===== config.mk =====
export PLATFORM = sky130hd
export DESIGN_NAME = link_error_monitor
export DESIGN_NICKNAME = d
export VERILOG_FILES = /design/src/link_err_pkg.sv /design/src/link_error_monitor.sv
export SDC_FILE = /design/constraint.sdc
export NUM_CORES = 1
export LEC_CHECK = 0
export BUFFER_PORTS_ARGS = -buffer_cell sky130_fd_sc_hd__buf_4
export CORE_ASPECT_RATIO = 0.7
export CORE_UTILIZATION = 30
export CTS_CLUSTER_DIAMETER = 100
export DETAILED_ROUTE_END_ITERATION = 7
export GPL_TIMING_DRIVEN = 0
export MAX_ROUTING_LAYER = met4
export PLACE_DENSITY = 0.49
export SYNTH_ARGS = -nofsm -noshare
export SYNTH_HDL_FRONTEND = slang
export SYNTH_SLANG_ARGS = --single-unit

===== constraint.sdc =====
create_clock -name clk_in -period 5.2 [get_ports clk_in]
set_clock_uncertainty 0.15 [all_clocks]
set_input_delay 0 -clock clk_in [delete_from_list [all_inputs] [get_ports clk_in]]
set_output_delay 0 -clock clk_in [all_outputs]
set_load 0.01 [all_outputs]

===== src/link_err_pkg.sv =====
// Constants and types for the link error monitor
package link_err_pkg;
   localparam int          CLK_MHZ       = 200;
   // No-response time unit in ps; count of clocks derived from it
   localparam int          MON_UNIT_NS   = 10000000;
   localparam int          MON_UNIT_CYC  = MON_UNIT_NS / 1000 * CLK_MHZ / 1000;
   localparam logic [7:0]  MON_TIME_RST  = 8'h05;
   localparam logic [2:0]  STN_RST       = 3'h0;
   localparam logic [2:0]  MASTER_STN    = 3'h0;
   // Register byte offsets
   localparam logic [7:0]  OFS_CTRL      = 8'h00;
   localparam logic [7:0]  OFS_STAT      = 8'h04;
   localparam logic [7:0]  OFS_IRQ_STAT  = 8'h08;
   localparam logic [7:0]  OFS_IRQ_MASK  = 8'h0C;
   localparam logic [7:0]  OFS_CODE_BASE = 8'h20;
   // Control fields
   localparam int          CTRL_CHSEL    = 0;
   localparam int          CTRL_STN_LSB  = 8;
   localparam int          CTRL_MON_LSB  = 16;
   // Status fields
   localparam int          ST_PARAM      = 0;
   localparam int          ST_SER1       = 1;
   localparam int          ST_SER2       = 2;
   localparam int          ST_RUN        = 3;
   localparam int          ST_MSEQ       = 4;
   localparam int          ST_SSEQ_LSB   = 5;
   // Interrupt status bits
   localparam int          IRQ_SEQ       = 0;
   localparam int          IRQ_SER1      = 1;
   localparam int          IRQ_SER2      = 2;
   localparam int          IRQ_W         = 3;
   // Error codes
   localparam logic [7:0]  EC_M_TIMEOUT  = 8'h01;
   localparam logic [7:0]  EC_M_WRONG    = 8'h02;
   localparam logic [7:0]  EC_M_COUNT    = 8'h03;
   localparam logic [7:0]  EC_FORMAT     = 8'h04;
   localparam logic [7:0]  EC_S_TIMEOUT  = 8'h11;
   localparam logic [7:0]  EC_S_FORMAT   = 8'h14;
   localparam logic [7:0]  EC_O_ABSENT   = 8'h21;
   localparam logic [7:0]  EC_O_WRONG    = 8'h22;
   localparam logic [7:0]  EC_O_COUNT    = 8'h23;
   localparam logic [7:0]  EC_NO_PARAM   = 8'h31;

   typedef enum logic [2:0] {
      K_NONE    = 3'b000,
      K_TIMEOUT = 3'b001,
      K_WRONG   = 3'b010,
      K_COUNT   = 3'b011,
      K_FORMAT  = 3'b100,
      K_NOPARAM = 3'b101
   } fault_kind_t;

   // Fault report from the link engine, one cycle pulse fields
   typedef struct packed {
      logic       wrong;
      logic       count;
      logic       format;
      logic       noparam;
      logic [2:0] station;
   } fault_ev_t;

   typedef enum logic [0:0] {
      T_IDLE = 1'b0,
      T_RUN  = 1'b1
   } mon_state_t;
endpackage : link_err_pkg


===== src/link_error_monitor.sv =====
// Link error monitor with Wishbone register access
`timescale 1ns/1ps
`default_nettype none

// What this block does
// RL1: Fault sets station flag and stores code
// RL2: Eight code registers, indexed by station number
// RL3: Master: no reply in time gives 01H
// RL4: Master: wrong slave answers gives 02H
// RL5: Master: counter mismatch gives 03H
// RL6: Malformed slave reply gives 04H anywhere
// RL7: Slave: master poll overdue gives 11H
// RL8: Slave: malformed master message gives 14H
// RL9: Observing slave: 21H absent, 22H wrong, 23H count
// RL10: Poll before parameters gives 31H on self
// RL11: Running flag high throughout data transfer
// RL12: Master flag raised only on slaves
// RL13: Per-slave flags; own faults not flagged except 31H
// RL14: Station zero master, one to seven slaves
// RL15: Separate serial error flags per channel
// RL16: Software picks channel through select bit
// RL17: Flags and codes clear only at start
// RL18: Monitoring time settable, default five
// RL19: Code register keeps latest code only
module link_error_monitor
   import link_err_pkg::*;
#(
   parameter int MON_UNIT = MON_UNIT_CYC
) (
   input  wire logic        clk_in,
   input  wire logic        rst_b_in,
   input  wire logic        wb_cyc_in,
   input  wire logic        wb_stb_in,
   input  wire logic        wb_we_in,
   input  wire logic [7:0]  wb_adr_in,
   input  wire logic [3:0]  wb_sel_in,
   input  wire logic [31:0] wb_dat_in,
   output logic      [31:0] wb_dat_out,
   output logic             wb_ack_out,
   input  wire logic        run_mode_in,
   input  wire logic        xfer_active_in,
   input  wire logic        param_rx_in,
   input  wire logic [1:0]  ser_abn_in,
   input  wire logic        mon_start_in,
   input  wire logic [2:0]  mon_target_in,
   input  wire logic        mon_stop_in,
   input  wire fault_ev_t   fault_in,
   output logic             channel_select_out,
   output logic             irq_out
);

   // ************************************************************
   // Decoding helpers
   // ************************************************************
   function automatic logic [3:0] reg_index(input logic [7:0] adr);
      logic [3:0] idx;
      idx = 4'hF;
      case (adr)
         OFS_CTRL:     idx = 4'h8;
         OFS_STAT:     idx = 4'h9;
         OFS_IRQ_STAT: idx = 4'hA;
         OFS_IRQ_MASK: idx = 4'hB;
         default: begin
            if (adr[7:5] == OFS_CODE_BASE[7:5] && adr[1:0] == 2'h0) begin
               idx = {1'b0, adr[4:2]};
            end
         end
      endcase
      return idx;
   endfunction : reg_index

   function automatic logic [7:0] code_of(input fault_kind_t k,
                                          input logic master,
                                          input logic [2:0] stn);
      logic [7:0] c;
      c = 8'h00;
      case (k)
         K_TIMEOUT: begin
            if (master) begin
               c = EC_M_TIMEOUT;                              // [RL3]
            end else if (stn == MASTER_STN) begin
               c = EC_S_TIMEOUT;                              // [RL7]
            end else begin
               c = EC_O_ABSENT;                               // [RL9]
            end
         end
         K_WRONG: begin
            if (master) begin
               c = EC_M_WRONG;                                // [RL4]
            end else begin
               c = EC_O_WRONG;                                // [RL9]
            end
         end
         K_COUNT: begin
            if (master) begin
               c = EC_M_COUNT;                                // [RL5]
            end else begin
               c = EC_O_COUNT;                                // [RL9]
            end
         end
         K_FORMAT: begin
            if (!master && stn == MASTER_STN) begin
               c = EC_S_FORMAT;                               // [RL8]
            end else begin
               c = EC_FORMAT;                                 // [RL6]
            end
         end
         K_NOPARAM: c = EC_NO_PARAM;                          // [RL10]
         default:   c = 8'h00;
      endcase
      return c;
   endfunction : code_of

   // ************************************************************
   // Registers
   // ************************************************************
   logic              chsel_r;
   logic [2:0]        stn_r;
   logic [7:0]        mon_time_r;
   logic [IRQ_W-1:0]  irq_stat_r;
   logic [IRQ_W-1:0]  irq_mask_r;
   logic              param_r;
   logic [1:0]        ser_err_r;
   logic              run_r;
   logic [7:0]        seq_flag_r;
   logic [7:0]        code_r [8];
   logic              run_mode_d_r;
   logic              ack_r;
   logic [31:0]       rdat_r;
   logic              irq_r;
   mon_state_t        mon_st_r;
   logic [2:0]        mon_tgt_r;
   logic [7:0]        mon_units_r;
   logic [31:0]       mon_cyc_r;

   logic              is_master;
   logic              start_clr;
   logic              wb_req;
   logic              wb_wr;
   logic [3:0]        widx;
   logic              mon_expire;
   fault_kind_t       kind;
   logic [2:0]        ev_stn;
   logic              ev_valid;
   logic              flag_ok;
   logic [IRQ_W-1:0]  irq_set;
   logic [31:0]       rdat_nxt;

   assign is_master = (stn_r == MASTER_STN);                  // [RL14]
   assign start_clr = run_mode_in & ~run_mode_d_r;
   assign wb_req    = wb_cyc_in & wb_stb_in & ~ack_r;
   assign wb_wr     = wb_req & wb_we_in;
   assign widx      = reg_index(wb_adr_in);

   // ************************************************************
   // No-response monitoring timer
   // ************************************************************
   assign mon_expire = (mon_st_r == T_RUN) && !mon_stop_in &&
                       (mon_units_r == 8'h00) && (mon_cyc_r == 32'h0);

   always_ff @(posedge clk_in) begin
      if (!rst_b_in) begin
         mon_st_r    <= T_IDLE;
         mon_tgt_r   <= 3'h0;
         mon_units_r <= 8'h00;
         mon_cyc_r   <= 32'h0;
      end else begin
         case (mon_st_r)
            T_IDLE: begin
               if (mon_start_in) begin
                  mon_st_r    <= T_RUN;
                  mon_tgt_r   <= mon_target_in;
                  mon_units_r <= mon_time_r - 8'h01;          // [RL18]
                  mon_cyc_r   <= 32'(MON_UNIT - 1);
               end
            end
            T_RUN: begin
               if (mon_stop_in || mon_expire) begin
                  mon_st_r <= T_IDLE;
               end else if (mon_cyc_r != 32'h0) begin
                  mon_cyc_r <= mon_cyc_r - 32'h1;
               end else begin
                  mon_units_r <= mon_units_r - 8'h01;
                  mon_cyc_r   <= 32'(MON_UNIT - 1);
               end
            end
            default: mon_st_r <= T_IDLE;
         endcase
      end
   end

   // ************************************************************
   // Fault selection, one per cycle in fixed priority
   // ************************************************************
   always_comb begin
      kind   = K_NONE;
      ev_stn = fault_in.station;
      if (mon_expire) begin
         kind   = K_TIMEOUT;
         ev_stn = mon_tgt_r;
      end else if (fault_in.noparam && !is_master) begin
         kind   = K_NOPARAM;
         ev_stn = stn_r;                                      // [RL10]
      end else if (fault_in.format) begin
         kind = K_FORMAT;
      end else if (fault_in.wrong) begin
         kind = K_WRONG;
      end else if (fault_in.count) begin
         kind = K_COUNT;
      end
   end

   assign ev_valid = (kind != K_NONE);
   // Master flag only on slaves; a slave flags itself only for 31H
   always_comb begin
      if (ev_stn == MASTER_STN) begin
         flag_ok = !is_master;                                // [RL12]
      end else begin
         flag_ok = (ev_stn != stn_r) || (kind == K_NOPARAM);  // [RL13]
      end
   end

   // ************************************************************
   // Sequence error flags and code registers
   // ************************************************************
   genvar g;
   generate
      for (g = 0; g < 8; g++) begin : g_stn
         always_ff @(posedge clk_in) begin
            if (!rst_b_in) begin
               seq_flag_r[g] <= 1'b0;
               code_r[g]     <= 8'h00;
            end else if (ev_valid && flag_ok && ev_stn == 3'(g)) begin
               seq_flag_r[g] <= 1'b1;                         // [RL1]
               code_r[g]     <= code_of(kind, is_master, ev_stn); // [RL19]
            end else if (start_clr) begin
               seq_flag_r[g] <= 1'b0;                         // [RL17]
               code_r[g]     <= 8'h00;
            end
         end
      end
   endgenerate

   // ************************************************************
   // Serial, parameter and transfer status
   // ************************************************************
   generate
      for (g = 0; g < 2; g++) begin : g_ser
         always_ff @(posedge clk_in) begin
            if (!rst_b_in) begin
               ser_err_r[g] <= 1'b0;
            end else if (ser_abn_in[g]) begin
               ser_err_r[g] <= 1'b1;                          // [RL15]
            end else if (start_clr) begin
               ser_err_r[g] <= 1'b0;                          // [RL17]
            end
         end
      end
   endgenerate

   always_ff @(posedge clk_in) begin
      if (!rst_b_in) begin
         param_r      <= 1'b0;
         run_r        <= 1'b0;
         run_mode_d_r <= 1'b0;
      end else begin
         param_r      <= param_rx_in;
         run_r        <= xfer_active_in;                      // [RL11]
         run_mode_d_r <= run_mode_in;
      end
   end

   // ************************************************************
   // Control registers
   // ************************************************************
   always_ff @(posedge clk_in) begin
      if (!rst_b_in) begin
         chsel_r    <= 1'b0;
         stn_r      <= STN_RST;
         mon_time_r <= MON_TIME_RST;
      end else if (wb_wr && widx == 4'h8) begin
         if (wb_sel_in[0]) begin
            chsel_r <= wb_dat_in[CTRL_CHSEL];                 // [RL16]
         end
         if (wb_sel_in[1]) begin
            stn_r <= wb_dat_in[CTRL_STN_LSB +: 3];
         end
         if (wb_sel_in[2]) begin
            mon_time_r <= wb_dat_in[CTRL_MON_LSB +: 8];       // [RL18]
         end
      end
   end

   // ************************************************************
   // Interrupt status and mask
   // ************************************************************
   assign irq_set = {ser_abn_in[1], ser_abn_in[0], ev_valid & flag_ok};

   always_ff @(posedge clk_in) begin
      if (!rst_b_in) begin
         irq_stat_r <= '0;
      end else if (wb_wr && widx == 4'hA && wb_sel_in[0]) begin
         irq_stat_r <= (irq_stat_r & ~wb_dat_in[IRQ_W-1:0]) | irq_set;
      end else begin
         irq_stat_r <= irq_stat_r | irq_set;
      end
   end

   always_ff @(posedge clk_in) begin
      if (!rst_b_in) begin
         irq_mask_r <= '0;
      end else if (wb_wr && widx == 4'hB && wb_sel_in[0]) begin
         irq_mask_r <= wb_dat_in[IRQ_W-1:0];
      end
   end

   always_ff @(posedge clk_in) begin
      if (!rst_b_in) begin
         irq_r <= 1'b0;
      end else begin
         irq_r <= |(irq_stat_r & irq_mask_r);
      end
   end

   // ************************************************************
   // Read data selection
   // ************************************************************
   always_comb begin
      rdat_nxt = 32'h0;
      case (widx)
         4'h8: begin
            rdat_nxt[CTRL_CHSEL]        = chsel_r;
            rdat_nxt[CTRL_STN_LSB +: 3] = stn_r;
            rdat_nxt[CTRL_MON_LSB +: 8] = mon_time_r;
         end
         4'h9: begin
            rdat_nxt[ST_PARAM]          = param_r;
            rdat_nxt[ST_SER1]           = ser_err_r[0];
            rdat_nxt[ST_SER2]           = ser_err_r[1];
            rdat_nxt[ST_RUN]            = run_r;
            rdat_nxt[ST_MSEQ]           = seq_flag_r[0];
            rdat_nxt[ST_SSEQ_LSB +: 7]  = seq_flag_r[7:1];
         end
         4'hA: begin
            rdat_nxt[IRQ_W-1:0] = irq_stat_r;
         end
         4'hB: begin
            rdat_nxt[IRQ_W-1:0] = irq_mask_r;
         end
         4'hC, 4'hD, 4'hE, 4'hF: begin
            rdat_nxt = 32'h0;
         end
         default: begin
            rdat_nxt[7:0] = code_r[widx[2:0]];                // [RL2]
         end
      endcase
   end

   // ************************************************************
   // Wishbone answer
   // ************************************************************
   always_ff @(posedge clk_in) begin
      if (!rst_b_in) begin
         ack_r  <= 1'b0;
         rdat_r <= 32'h0;
      end else begin
         ack_r <= wb_req;
         if (wb_req && !wb_we_in) begin
            rdat_r <= rdat_nxt;
         end
      end
   end

   assign wb_ack_out         = ack_r;
   assign wb_dat_out         = rdat_r;
   assign irq_out            = irq_r;
   assign channel_select_out = chsel_r;

endmodule : link_error_monitor
`default_nettype wire


==> tab_implementation.tex, run 1 <==
\begin{tabular}{lr}
\hline
Metric & Value \\
\hline
\multicolumn{2}{l}{\textbf{CTS}} \\
TritonCTS clock tree & done \\
Clock buffer count from CTS & 17 \\
Number of sinks handled by clock tree synthesis & 137 \\
CTS H-tree depth & 4 \\
Count of cells resized by post-cts repair & 0 \\
Clock input transition at the sequential cells of the worst setup and hold paths & about 60 ps \\
Root cell of the clock tree & sky130\_fd\_sc\_hd\_\_clkbuf\_16 \\
Clk\_lat worst skew & 430 ps \\
Maximum clock path buffer count & 2 \\
\multicolumn{2}{l}{\textbf{Die}} \\
DIE HEIGHT & roughly 130 um \\
Starting density of the core & between 30\% and 40\% \\
Width of the die & approximately 180 um \\
Die area & between 20,000 and 25,000 um2 \\
Core Box Area & between 20,000 and 25,000 um2 \\
Row count & between 40 and 50 \\
IO Pins & 101 \\
\multicolumn{2}{l}{\textbf{Logic synthesis}} \\
Mean instance size in the synthesized netlist & between 8 and 9 um2 \\
Proportion of register bits with asynchronous set or reset after synthesis & 0\% \\
EDFF count, synth & 40 \\
Dominant synthesized flop cell & sky130\_fd\_sc\_hd\_\_dfxtp\_1 \\
Post-synthesis instance area & just under 7000 um2 \\
Count of cell types in the netlist & a little over 70 \\
Number of register bits inferred by synthesis & 137 \\
Sequential share of the synthesized area & around 45\% \\
Cell count after synthesis & approximately 800 \\
Total number of yosys warnings & 0 \\
\multicolumn{2}{l}{\textbf{Route}} \\
Number of DRC violations after detailed routing & 0 \\
Vias post-DR & between 6,000 and 7,000 \\
DRT Wirelength & 22,500 um \\
Vias per cell & between 5 and 6 \\
Post-detailed-route wirelength per cell & between 15 and 20 um \\
First-pass detailed-route iteration total & 5 \\
Count of routing violations after the opening detailed-route iteration & approximately 500 \\
DRT antenna net count & 0 \\
\multicolumn{2}{l}{\textbf{Pwr}} \\
Relative contribution of sequential cells to total power & between 40\% and 50\% \\
Relative contribution of combinational cells to total power & around an eighth \\
Leakage power total & around 0.0034 uW \\
Power per Cell Area & 302 nW/um2 \\
Clk network pwr share & 43.0\% \\
Switching power share of the total & 27.2\% \\
Peak supply drop & 0.000223 V \\
Cell internal power dissipation & slightly below 2000 uW \\
NetSw & about 730 uW \\
Power after layout & 2690 uW \\
\multicolumn{2}{l}{\textbf{Worst setup path}} \\
Worst setup path end & code\_r[2][4] \\
Critical Path Source Type & flip-flop \\
Beginning of the worst register-to-register path & mon\_cyc\_r[7] \\
Required time of the worst setup path & between 5000 and 6000 ps \\
FF-to-FF End & code\_r[2][4] \\
Launch point of the critical path & mon\_cyc\_r[7] \\
Worst path arrival time & 4240 ps \\
Setup CP Type & flip-flop to flip-flop \\
Reg2Reg Setup Slack & 850 ps \\
Maximum fanout along the worst path & 10 \\
Depth of the worst register-to-register path & 7 \\
Kind of end point of the critical path & flip-flop \\
\multicolumn{2}{l}{\textbf{STA}} \\
Min cycle time layout & approximately 4300 ps \\
Final hold viol count & 0 \\
Relative slew slack & between 15 and 20\% \\
Slew @ Worst Pin & 1210 ps \\
Portion of the clock cycle consumed by the worst path in the final layout & a little over four fifths \\
Maximum frequency from static timing analysis & roughly 230 MHz \\
RSZ-0062 raised after global routing & no \\
Max-slew violation count & 0 \\
Final setup TNS & 0 ps \\
Endpoints failing setup & 0 \\
\multicolumn{2}{l}{\textbf{Global routing}} \\
Number of global-route vias before repair & $\sim$6,000 \\
Maximum number of pins on one net before global-route repair & 17 \\
M2 GR Usage & roughly a quarter \\
Initial antenna violation count & 0 \\
Final global-route overflow total & 0 \\
Met1 Resource Use GR & between 30\% and 40\% \\
GR met3 Demand/Resource & 5.03\% \\
GRT Overall Usage & about a fifth \\
First-pass GRT wire length & 34,900 um \\
Most Used Layer, Global Route & met1 \\
\multicolumn{2}{l}{\textbf{Place}} \\
Post-detailed-placement half-perimeter wirelength & between 15,000 and 20,000 um \\
Buffers added on ports & 66 \\
Routability cong. & between 0.8 and 0.9 \\
\multicolumn{2}{l}{\textbf{Run}} \\
Max capacitance violation total & 0 \\
\multicolumn{2}{l}{\textbf{Cells and area}} \\
Count of nets after finishing & roughly 990 \\
Fraction of final layout cells sized beyond drive strength 1 & between 10\% and 20\% \\
Area added between synthesis and finish & 27.9\% \\
Antenna Diode Count & 0 \\
\multicolumn{2}{l}{\textbf{Min path}} \\
Startpoint of the worst hold path & rst\_b\_in \\
Type of the worst min-delay path & primary input to flip-flop \\
\multicolumn{2}{l}{\textbf{Outcome}} \\
Result of the run & complete, no violations \\
\hline
\end{tabular}
logic make-up after synthesis:
group	Yosys count	synth area share, %
XOR/XNOR	27	3.51
adder cells (fa/ha/maj)	2	0.360
buffers and inverters	70	4.89
flip-flops	137	45.2
AO/OA/AOI/OAI	161	14.9
other	1	0.0539
AND/OR/NAND/NOR	354	26.2
multiplexers	32	4.95
cell type report:
type                       count  area [um2]
tap                          312         390
buffer                        57         292
multi-input combinational    588        3510
clock buffer                  22         495
sequential                   137        3140
clock inverter                10        66.3
fill                        2317       13800
inverter                      13        48.8
timing repair buffer         111         946
Yosys cell counts, drive strengths merged, types with 18 or more instances:
cell type	number	area (um2)
a21oi	53	265
buf	21	155
clkbuf	36	136
dfxtp	97	1940
edfxtp	40	1200
mux2i	28	284
nand2	82	308
nand3	37	185
nor2	95	364
nor3	36	201
nor4	24	180
o21ai	32	164
xor2	18	158
state kept, by name (all words and copies together), names as in the netlist, 2 cells and up:
register and flops:
code_r 40, mon_cyc_r 32, wb_dat_out 20, mon_time_r 8, mon_units_r 8, seq_flag_r 8
irq_mask_r 3, irq_stat_r 3, mon_tgt_r 3, stn_r 3, ser_err_r 2
metrics by stage:
stage	hold slack, ps	worst slack [ps]	instances	utilization, %	area [um2]
floorplan	-32.6	1800	795	-	7000
global placement	59.7	918	1173	34.8	7880
detailed placement	64.9	764	1173	34.8	7880
CTS	6.30	752	1250	39.2	8900
global route	46.0	572	1250	39.2	8900
finish	3.96	850	1250	39.2	8900
how the worst min path moves through the flow:
stage                           to  cells after the start
finish              mon_units_r[7]                      3
detailed placement   mon_time_r[2]                      3
global route        mon_units_r[7]                      3
floorplan            irq_stat_r[1]                      2
global placement     mon_time_r[2]                      3
CTS                  wb_dat_out[2]                      5
critical path, cell delays in order, from the launching register on:
cell and delay [ps]:
sky130_fd_sc_hd__dfxtp_1 350, sky130_fd_sc_hd__or4_4 610, sky130_fd_sc_hd__nor4bb_1 490, sky130_fd_sc_hd__and4_1 280, sky130_fd_sc_hd__buf_4 200, sky130_fd_sc_hd__mux2i_1 670, sky130_fd_sc_hd__inv_1 190, sky130_fd_sc_hd__o41ai_1 1010
what timing repair did:
item / in CTS / in global routing
hold endpoints to repair: 43 / 0
buffers inserted: 0 / 0
setup endpoints to repair: 0 / 0
hold buffers: 45 / 0
power by group through the flow:
stage | combinational (uW) | clock [uW] | sequential (uW)
after floorplan | 216 | 0 | 1190
after global placement | 331 | 0 | 1200
after detailed placement | 332 | 0 | 1200
after CTS | 356 | 1170 | 1180
after global routing | 394 | 1210 | 1180
final | 357 | 1150 | 1180
routing by layer:
layer / vias to the layer above / wire [um]
li1: 3149 / -
met1: 3009 / 12600
met2: 202 / 8280
met3: 12 / 1500
met4: 0 / 113
met5: - / 0
layout by cell type, fill, tap and decap left out, types with 4 or more instances in the layout:
cell type / synthesis / final
sky130_fd_sc_hd__a21oi_1: 53 / 53
sky130_fd_sc_hd__o21ai_0: 30 / 30
sky130_fd_sc_hd__o41ai_1: 8 / 8
sky130_fd_sc_hd__clkbuf_16: 0 / 18
sky130_fd_sc_hd__nor4_1: 22 / 22
sky130_fd_sc_hd__nor2b_1: 7 / 7
sky130_fd_sc_hd__or3_1: 5 / 5
sky130_fd_sc_hd__nand2_1: 82 / 82
sky130_fd_sc_hd__mux2i_1: 27 / 27
sky130_fd_sc_hd__a22oi_1: 4 / 4
sky130_fd_sc_hd__a22o_1: 6 / 6
sky130_fd_sc_hd__buf_4: 13 / 79
sky130_fd_sc_hd__clkinv_2: 0 / 4
sky130_fd_sc_hd__a211oi_1: 12 / 12
sky130_fd_sc_hd__buf_2: 4 / 4
sky130_fd_sc_hd__a31oi_1: 8 / 8
sky130_fd_sc_hd__or4_1: 5 / 5
sky130_fd_sc_hd__a221oi_1: 6 / 6
sky130_fd_sc_hd__nand2b_1: 6 / 6
sky130_fd_sc_hd__and3_1: 10 / 10
sky130_fd_sc_hd__dlygate4sd3_1: 0 / 45
sky130_fd_sc_hd__edfxtp_1: 40 / 40
sky130_fd_sc_hd__dfxtp_1: 97 / 97
sky130_fd_sc_hd__nor2_1: 94 / 94
sky130_fd_sc_hd__o31ai_1: 13 / 13
sky130_fd_sc_hd__nand4_1: 17 / 17
sky130_fd_sc_hd__nand3_1: 37 / 37
sky130_fd_sc_hd__clkbuf_1: 35 / 36
sky130_fd_sc_hd__conb_1: 1 / 12
sky130_fd_sc_hd__xnor2_1: 8 / 8
sky130_fd_sc_hd__nor3_1: 33 / 33
sky130_fd_sc_hd__inv_1: 12 / 12
sky130_fd_sc_hd__and2_1: 9 / 9
sky130_fd_sc_hd__nor3b_1: 4 / 4
sky130_fd_sc_hd__xor2_1: 18 / 18
No activity file was read; power rests on OpenSTA's default activity.
==> run 2, diff against run 1 <==
- clock period: 5.2 -> 4.29 ns (I/O delays scaled with it)
==> tab_implementation.tex, run 2 (synthesis gave the netlist of run 1 again) <==
\begin{tabular}{lr}
\hline
Metric & Value \\
\hline
\multicolumn{2}{l}{\textbf{Outcome}} \\
Result of the run & finished with violations \\
Violations in the final reports & hold timing \\
\multicolumn{2}{l}{\textbf{Route}} \\
DRT Wirelength & approximately 23,000 um \\
Vias post-DR & approximately 6,300 \\
Post-detailed-route wirelength per cell & 18.0 um \\
First-pass detailed-route iteration total & 6 \\
Vias per cell & 5.06 \\
Number of DRC violations after detailed routing & 0 \\
DRT antenna net count & 0 \\
Count of routing violations after the opening detailed-route iteration & roughly 450 \\
\multicolumn{2}{l}{\textbf{Pwr}} \\
Switching power share of the total & $\sim$27\% \\
Relative contribution of sequential cells to total power & between 40\% and 50\% \\
NetSw & 888 uW \\
Clk network pwr share & 42.9\% \\
Peak supply drop & about 0.00027 V \\
Leakage power total & roughly 0.0034 uW \\
Relative contribution of combinational cells to total power & between 10 and 15\% \\
Cell internal power dissipation & 2370 uW \\
Power per Cell Area & about 370 nW/um2 \\
\multicolumn{2}{l}{\textbf{Die}} \\
IO Pins & 101 \\
Die area & 23,800 um2 \\
Width of the die & $\sim$180 um \\
Starting density of the core & 30.7\% \\
Core Box Area & approximately 23,000 um2 \\
DIE HEIGHT & $\sim$130 um \\
Row count & 46 \\
\multicolumn{2}{l}{\textbf{Worst setup path}} \\
Reg2Reg Setup Slack & 290 ps \\
Number of buffers and inverters on the critical path & 1 \\
Critical path, cell by cell & or4\_4, nor4bb\_1, and4\_1, buf\_4, mux2i\_1, nand2\_1, o31ai\_2 \\
Largest delay contributor family on the critical path & simple AND/OR/NAND/NOR gates \\
Kind of end point of the critical path & flip-flop \\
Critical Path Source Type & flip-flop \\
Worst path arrival time & roughly 3900 ps \\
Required time of the worst setup path & approximately 4200 ps \\
Maximum fanout along the worst path & 10 \\
CP max stage delay & 670 ps \\
Setup CP Type & flip-flop to flip-flop \\
Crit path max-delay cell type & sky130\_fd\_sc\_hd\_\_mux2i\_1 \\
\multicolumn{2}{l}{\textbf{STA}} \\
Portion of the clock cycle consumed by the worst path in the final layout & between 90\% and 100\% \\
Final hold viol count & 1 \\
Min cycle time layout & 4000 ps \\
Relative slew slack & a little under a third \\
Slew @ Worst Pin & 1010 ps \\
RSZ-0062 raised after global routing & no \\
Slack of the critical path & $\sim$290 ps \\
Endpoints failing setup & 0 \\
Worst Hold Slack & -0.0409 ps \\
Maximum frequency from static timing analysis & 250 MHz \\
Max-slew violation count & 0 \\
\multicolumn{2}{l}{\textbf{CTS}} \\
Clock input transition at the sequential cells of the worst setup and hold paths & 60 ps \\
Number of sinks handled by clock tree synthesis & around 140 \\
TritonCTS clock tree & done \\
Clock buffer count from CTS & 17 \\
Maximum clock path buffer count & 2 \\
Clk\_lat worst skew & 430 ps \\
Post-CTS setup buffer count & 0 \\
CTS H-tree depth & 4 \\
Root cell of the clock tree & sky130\_fd\_sc\_hd\_\_clkbuf\_16 \\
\multicolumn{2}{l}{\textbf{Global routing}} \\
Final global-route overflow total & 0 \\
First-pass GRT wire length & roughly 35,000 um \\
Initial antenna violation count & 0 \\
Maximum number of pins on one net before global-route repair & 17 \\
Number of global-route vias before repair & slightly below 6,000 \\
GRT Overall Usage & between 20\% and 30\% \\
\multicolumn{2}{l}{\textbf{Place}} \\
Post-detailed-placement half-perimeter wirelength & approximately 17,000 um \\
Routability cong. & roughly 0.81 \\
Buffers added on ports & 66 \\
DP Worst Slack & -146 ps \\
\multicolumn{2}{l}{\textbf{Cells and area}} \\
Register area & 3140 um2 \\
Number of flip-flops under the largest register name & 40 \\
Commonest non-fill, non-tap cell in the layout & sky130\_fd\_sc\_hd\_\_dfxtp\_1 \\
Antenna Diode Count & 0 \\
Count of nets after finishing & 993 \\
Area added between synthesis and finish & 28.2\% \\
Most flop-heavy register & code\_r \\
Most frequent cells in the layout & sky130\_fd\_sc\_hd\_\_dfxtp\_1 (97), sky130\_fd\_sc\_hd\_\_nor2\_1 (94), sky130\_fd\_sc\_hd\_\_nand2\_1 (82), sky130\_fd\_sc\_hd\_\_buf\_4 (79), sky130\_fd\_sc\_hd\_\_a21oi\_1 (53) \\
Area taken by multi-input logic gates & between 3000 and 4000 um2 \\
Fraction of final layout cells sized beyond drive strength 1 & roughly 15\% \\
Count of fill cells added during filler insertion & 2,316 \\
\multicolumn{2}{l}{\textbf{Run}} \\
Max capacitance violation total & 0 \\
\multicolumn{2}{l}{\textbf{Min path}} \\
Type of the worst min-delay path & primary input to flip-flop \\
\hline
\end{tabular}
run 2: area by class of cell:
| cell class | count | area share [%] |
|---|---|---|
| buffer | 57 | 3.27 |
| clock buffer | 22 | 5.55 |
| clock inverter | 10 | 0.743 |
| inverter | 13 | 0.547 |
| multi-input combinational | 588 | 39.7 |
| sequential | 137 | 35.2 |
| tap | 312 | 4.38 |
| timing repair buffer | 111 | 10.6 |
run 2: layer usage:
layer	wire length [um]	global-route usage (%)	share of wire, %	vias to the layer above
li1	-	-	-	3147
met3	1380	5.03	6.1	12
met4	135	3.92	0.60	0
met5	0	-	0	-
met2	8300	25.6	37	184
met1	12700	31.3	56	2985
run 2: power groups by stage:
stage / Combinational, uW / Sequential (uW) / Clock (uW)
after floorplan: 262 / 1440 / 0
after global placement: 401 / 1450 / 0
after detailed placement: 402 / 1450 / 0
after CTS: 432 / 1420 / 1420
after global routing: 480 / 1430 / 1470
final: 436 / 1420 / 1400
run 2: final timing paths:
path	startpoint	endpoint	cells past startpoint
worst min register to register	wb_dat_out[22]	wb_dat_out[22]	2
worst min-delay path	rst_b_in	mon_units_r[7]	3
worst max register to register	mon_cyc_r[7]	code_r[6][0]	7
worst max-delay path	mon_cyc_r[7]	code_r[6][0]	7
run 2: worst reg2reg max path, stage by stage, from the launching register on:
cell                       delay (ps)
sky130_fd_sc_hd__dfxtp_1          350
sky130_fd_sc_hd__or4_4            610
sky130_fd_sc_hd__nor4bb_1         490
sky130_fd_sc_hd__and4_1           290
sky130_fd_sc_hd__buf_4            210
sky130_fd_sc_hd__mux2i_1          680
sky130_fd_sc_hd__nand2_1          350
sky130_fd_sc_hd__o31ai_2          530
run 2: metrics by stage:
step | util (%) | setup TNS, ps | std cells | instance area [um2] | power [uW]
after floorplan | - | 0 | 795 | 7000 | 1700
after global placement | 34.8 | 0 | 1173 | 7880 | 1850
after detailed placement | 34.8 | -730 | 1173 | 7880 | 1850
after CTS | 39.3 | 0 | 1250 | 8900 | 3280
after global routing | 39.3 | 0 | 1250 | 8920 | 3380
final | 39.3 | 0 | 1250 | 8920 | 3260
run 2: what timing repair did:
item	4_1_cts	5_1_grt
hold buffers	45	0
setup endpoints to repair	5	15
gates cloned	0	0
endpoints found under the hold margin	43	0
gates resized for setup	1	3
==> run 3, diff against run 2 <==
- PLACE_DENSITY: 0.49 -> unset
==> tab_implementation.tex, run 3 (synthesis gave the netlist of run 1 again) <==
\begin{tabular}{lr}
\hline
Metric & Value \\
\hline
\multicolumn{2}{l}{\textbf{Outcome}} \\
Result of the run & complete, no violations \\
\multicolumn{2}{l}{\textbf{Worst setup path}} \\
Required time of the worst setup path & 4210 ps \\
Reg2Reg Setup Slack & 300 ps \\
Setup CP Type & flip-flop to flip-flop \\
Kind of end point of the critical path & flip-flop \\
Critical Path Source Type & flip-flop \\
Worst path arrival time & $\sim$3900 ps \\
Maximum fanout along the worst path & 10 \\
\multicolumn{2}{l}{\textbf{STA}} \\
Max-slew violation count & 0 \\
RSZ-0062 raised after global routing & no \\
Final setup TNS & 0 ps \\
Maximum frequency from static timing analysis & 251 MHz \\
Min cycle time layout & between 3000 and 4000 ps \\
Portion of the clock cycle consumed by the worst path in the final layout & around 93\% \\
Slew @ Worst Pin & $\sim$1100 ps \\
Final hold viol count & 0 \\
Relative slew slack & 27.0\% \\
Endpoints failing setup & 0 \\
\multicolumn{2}{l}{\textbf{Die}} \\
Row count & 46 \\
Die area & roughly 24,000 um2 \\
Starting density of the core & 30.7\% \\
IO Pins & a little over 100 \\
DIE HEIGHT & between 100 and 150 um \\
Width of the die & between 150 and 200 um \\
Core Box Area & $\sim$23,000 um2 \\
\multicolumn{2}{l}{\textbf{Route}} \\
Vias per cell & between 5 and 6 \\
Number of DRC violations after detailed routing & 0 \\
Count of routing violations after the opening detailed-route iteration & 623 \\
Post-detailed-route wirelength per cell & about 17 um \\
Vias post-DR & 6,561 \\
Highest routed layer & met4 \\
DRT Wirelength & 21,700 um \\
Routed wire length on met3 & around 1500 um \\
Met2 WL post-DR & 8280 um \\
First-pass detailed-route iteration total & 5 \\
Wl on met1 & 11,600 um \\
DRT antenna net count & 0 \\
\multicolumn{2}{l}{\textbf{Cells and area}} \\
Number of flip-flops under the largest register name & 40 \\
Fraction of final layout cells sized beyond drive strength 1 & approximately 15\% \\
Antenna Diode Count & 0 \\
Most flop-heavy register & code\_r \\
Area added between synthesis and finish & 29.8\% \\
Most frequent cells in the layout & sky130\_fd\_sc\_hd\_\_dfxtp\_1 (97), sky130\_fd\_sc\_hd\_\_nor2\_1 (94), sky130\_fd\_sc\_hd\_\_nand2\_1 (82), sky130\_fd\_sc\_hd\_\_buf\_4 (79), sky130\_fd\_sc\_hd\_\_a21oi\_1 (53) \\
Count of nets after finishing & about 990 \\
Commonest non-fill, non-tap cell in the layout & sky130\_fd\_sc\_hd\_\_dfxtp\_1 \\
\multicolumn{2}{l}{\textbf{CTS}} \\
Root cell of the clock tree & sky130\_fd\_sc\_hd\_\_clkbuf\_16 \\
Number of sinks handled by clock tree synthesis & approximately 140 \\
Maximum clock path buffer count & 2 \\
CTS H-tree depth & 4 \\
Clock input transition at the sequential cells of the worst setup and hold paths & around 60 ps \\
Clk\_lat worst skew & about 430 ps \\
Clock buffer count from CTS & 17 \\
TritonCTS clock tree & done \\
\multicolumn{2}{l}{\textbf{Global routing}} \\
Maximum number of pins on one net before global-route repair & 17 \\
GRT Overall Usage & a little under a fifth \\
Final global-route overflow total & 0 \\
Initial antenna violation count & 0 \\
Number of global-route vias before repair & just under 6,000 \\
First-pass GRT wire length & $\sim$33,000 um \\
\multicolumn{2}{l}{\textbf{Place}} \\
Routability cong. & approximately 0.89 \\
Post-detailed-placement half-perimeter wirelength & approximately 16,000 um \\
Buffers added on ports & 66 \\
\multicolumn{2}{l}{\textbf{Pwr}} \\
Leakage power total & 0.00344 uW \\
Power after layout & $\sim$3500 uW \\
Peak supply drop & around 0.00026 V \\
Power per Cell Area & between 300 and 400 nW/um2 \\
\multicolumn{2}{l}{\textbf{Min path}} \\
Type of the worst min-delay path & primary input to flip-flop \\
\multicolumn{2}{l}{\textbf{Run}} \\
Max capacitance violation total & 0 \\
\hline
\end{tabular}
[run 3: cell count changes in the layout (fill, tap and decap cells not counted), sizes merged]
cell and change:
bufinv +4, clkbuf -1, clkinvlp -3, clkinv -3
inv +3
[run 3: report_power, final]
| part | switching (uW) | total (uW) | leakage, uW | internal, uW |
|---|---|---|---|---|
| registers | 39.3 | 1430 | 0.00123 | 1390 |
| clock network | 604 | 1670 | 0.000330 | 1070 |
| logic | 266 | 435 | 0.00188 | 169 |
| total | 909 | 3530 | 0.00344 | 2620 |
[run 3: per-stage QoR]
| stage | hold slack (ps) | util (%) | cells | area [um2] | setup WS (ps) |
|---|---|---|---|---|---|
| after floorplan | -32.6 | - | 795 | 7000 | 892 |
| after global placement | 62.5 | 34.8 | 1173 | 7880 | 74.3 |
| after detailed placement | 70.2 | 34.8 | 1173 | 7880 | 63.3 |
| after CTS | 0.766 | 39.7 | 1250 | 9000 | 55.1 |
| after global routing | 40.8 | 39.8 | 1250 | 9030 | 89.5 |
| final | 12.6 | 39.8 | 1250 | 9030 | 300 |
[run 3: metal layers]
metal  vias to the layer above  GRT usage (%)
li1                       3148              -
met1                      3153           29.4
met2                       235           24.2
met3                        25           3.91
met4                         0           5.64
met5                         -              -
[run 3: final timing paths]
check	to	from	cells after the start
max	code_r[6][1]	mon_units_r[7]	7
min reg2reg	wb_dat_out[22]	wb_dat_out[22]	2
min	wb_dat_out[1]	wb_cyc_in	5
max reg2reg	code_r[6][1]	mon_units_r[7]	7
[run 3: what timing repair did]
action | CTS | global route
hold buffers | 45 | 0
buffers inserted | 0 | 0
endpoints found under the hold margin | 43 | 0
endpoints found under the setup margin | 0 | 20
resized for setup | 0 | 4
[run 3: area by class of cell]
type | instances | area, um2
multi-input combinational | 588 | 3540
tap | 312 | 390
sequential | 137 | 3140
timing repair buffer | 111 | 946
clock inverter | 11 | 176
inverter | 13 | 48.8
fill | 2294 | 13600
buffer | 57 | 292
clock buffer | 21 | 493
[run 3: worst max-delay path: stages (launching register included)]
cell                      delay (ps)
sky130_fd_sc_hd__dfxtp_1         330
sky130_fd_sc_hd__nor4_1          750
sky130_fd_sc_hd__and4_1          430
sky130_fd_sc_hd__and4_1          240
sky130_fd_sc_hd__buf_4           200
sky130_fd_sc_hd__mux2i_1         640
sky130_fd_sc_hd__nand2_1         340
sky130_fd_sc_hd__o31ai_2         540
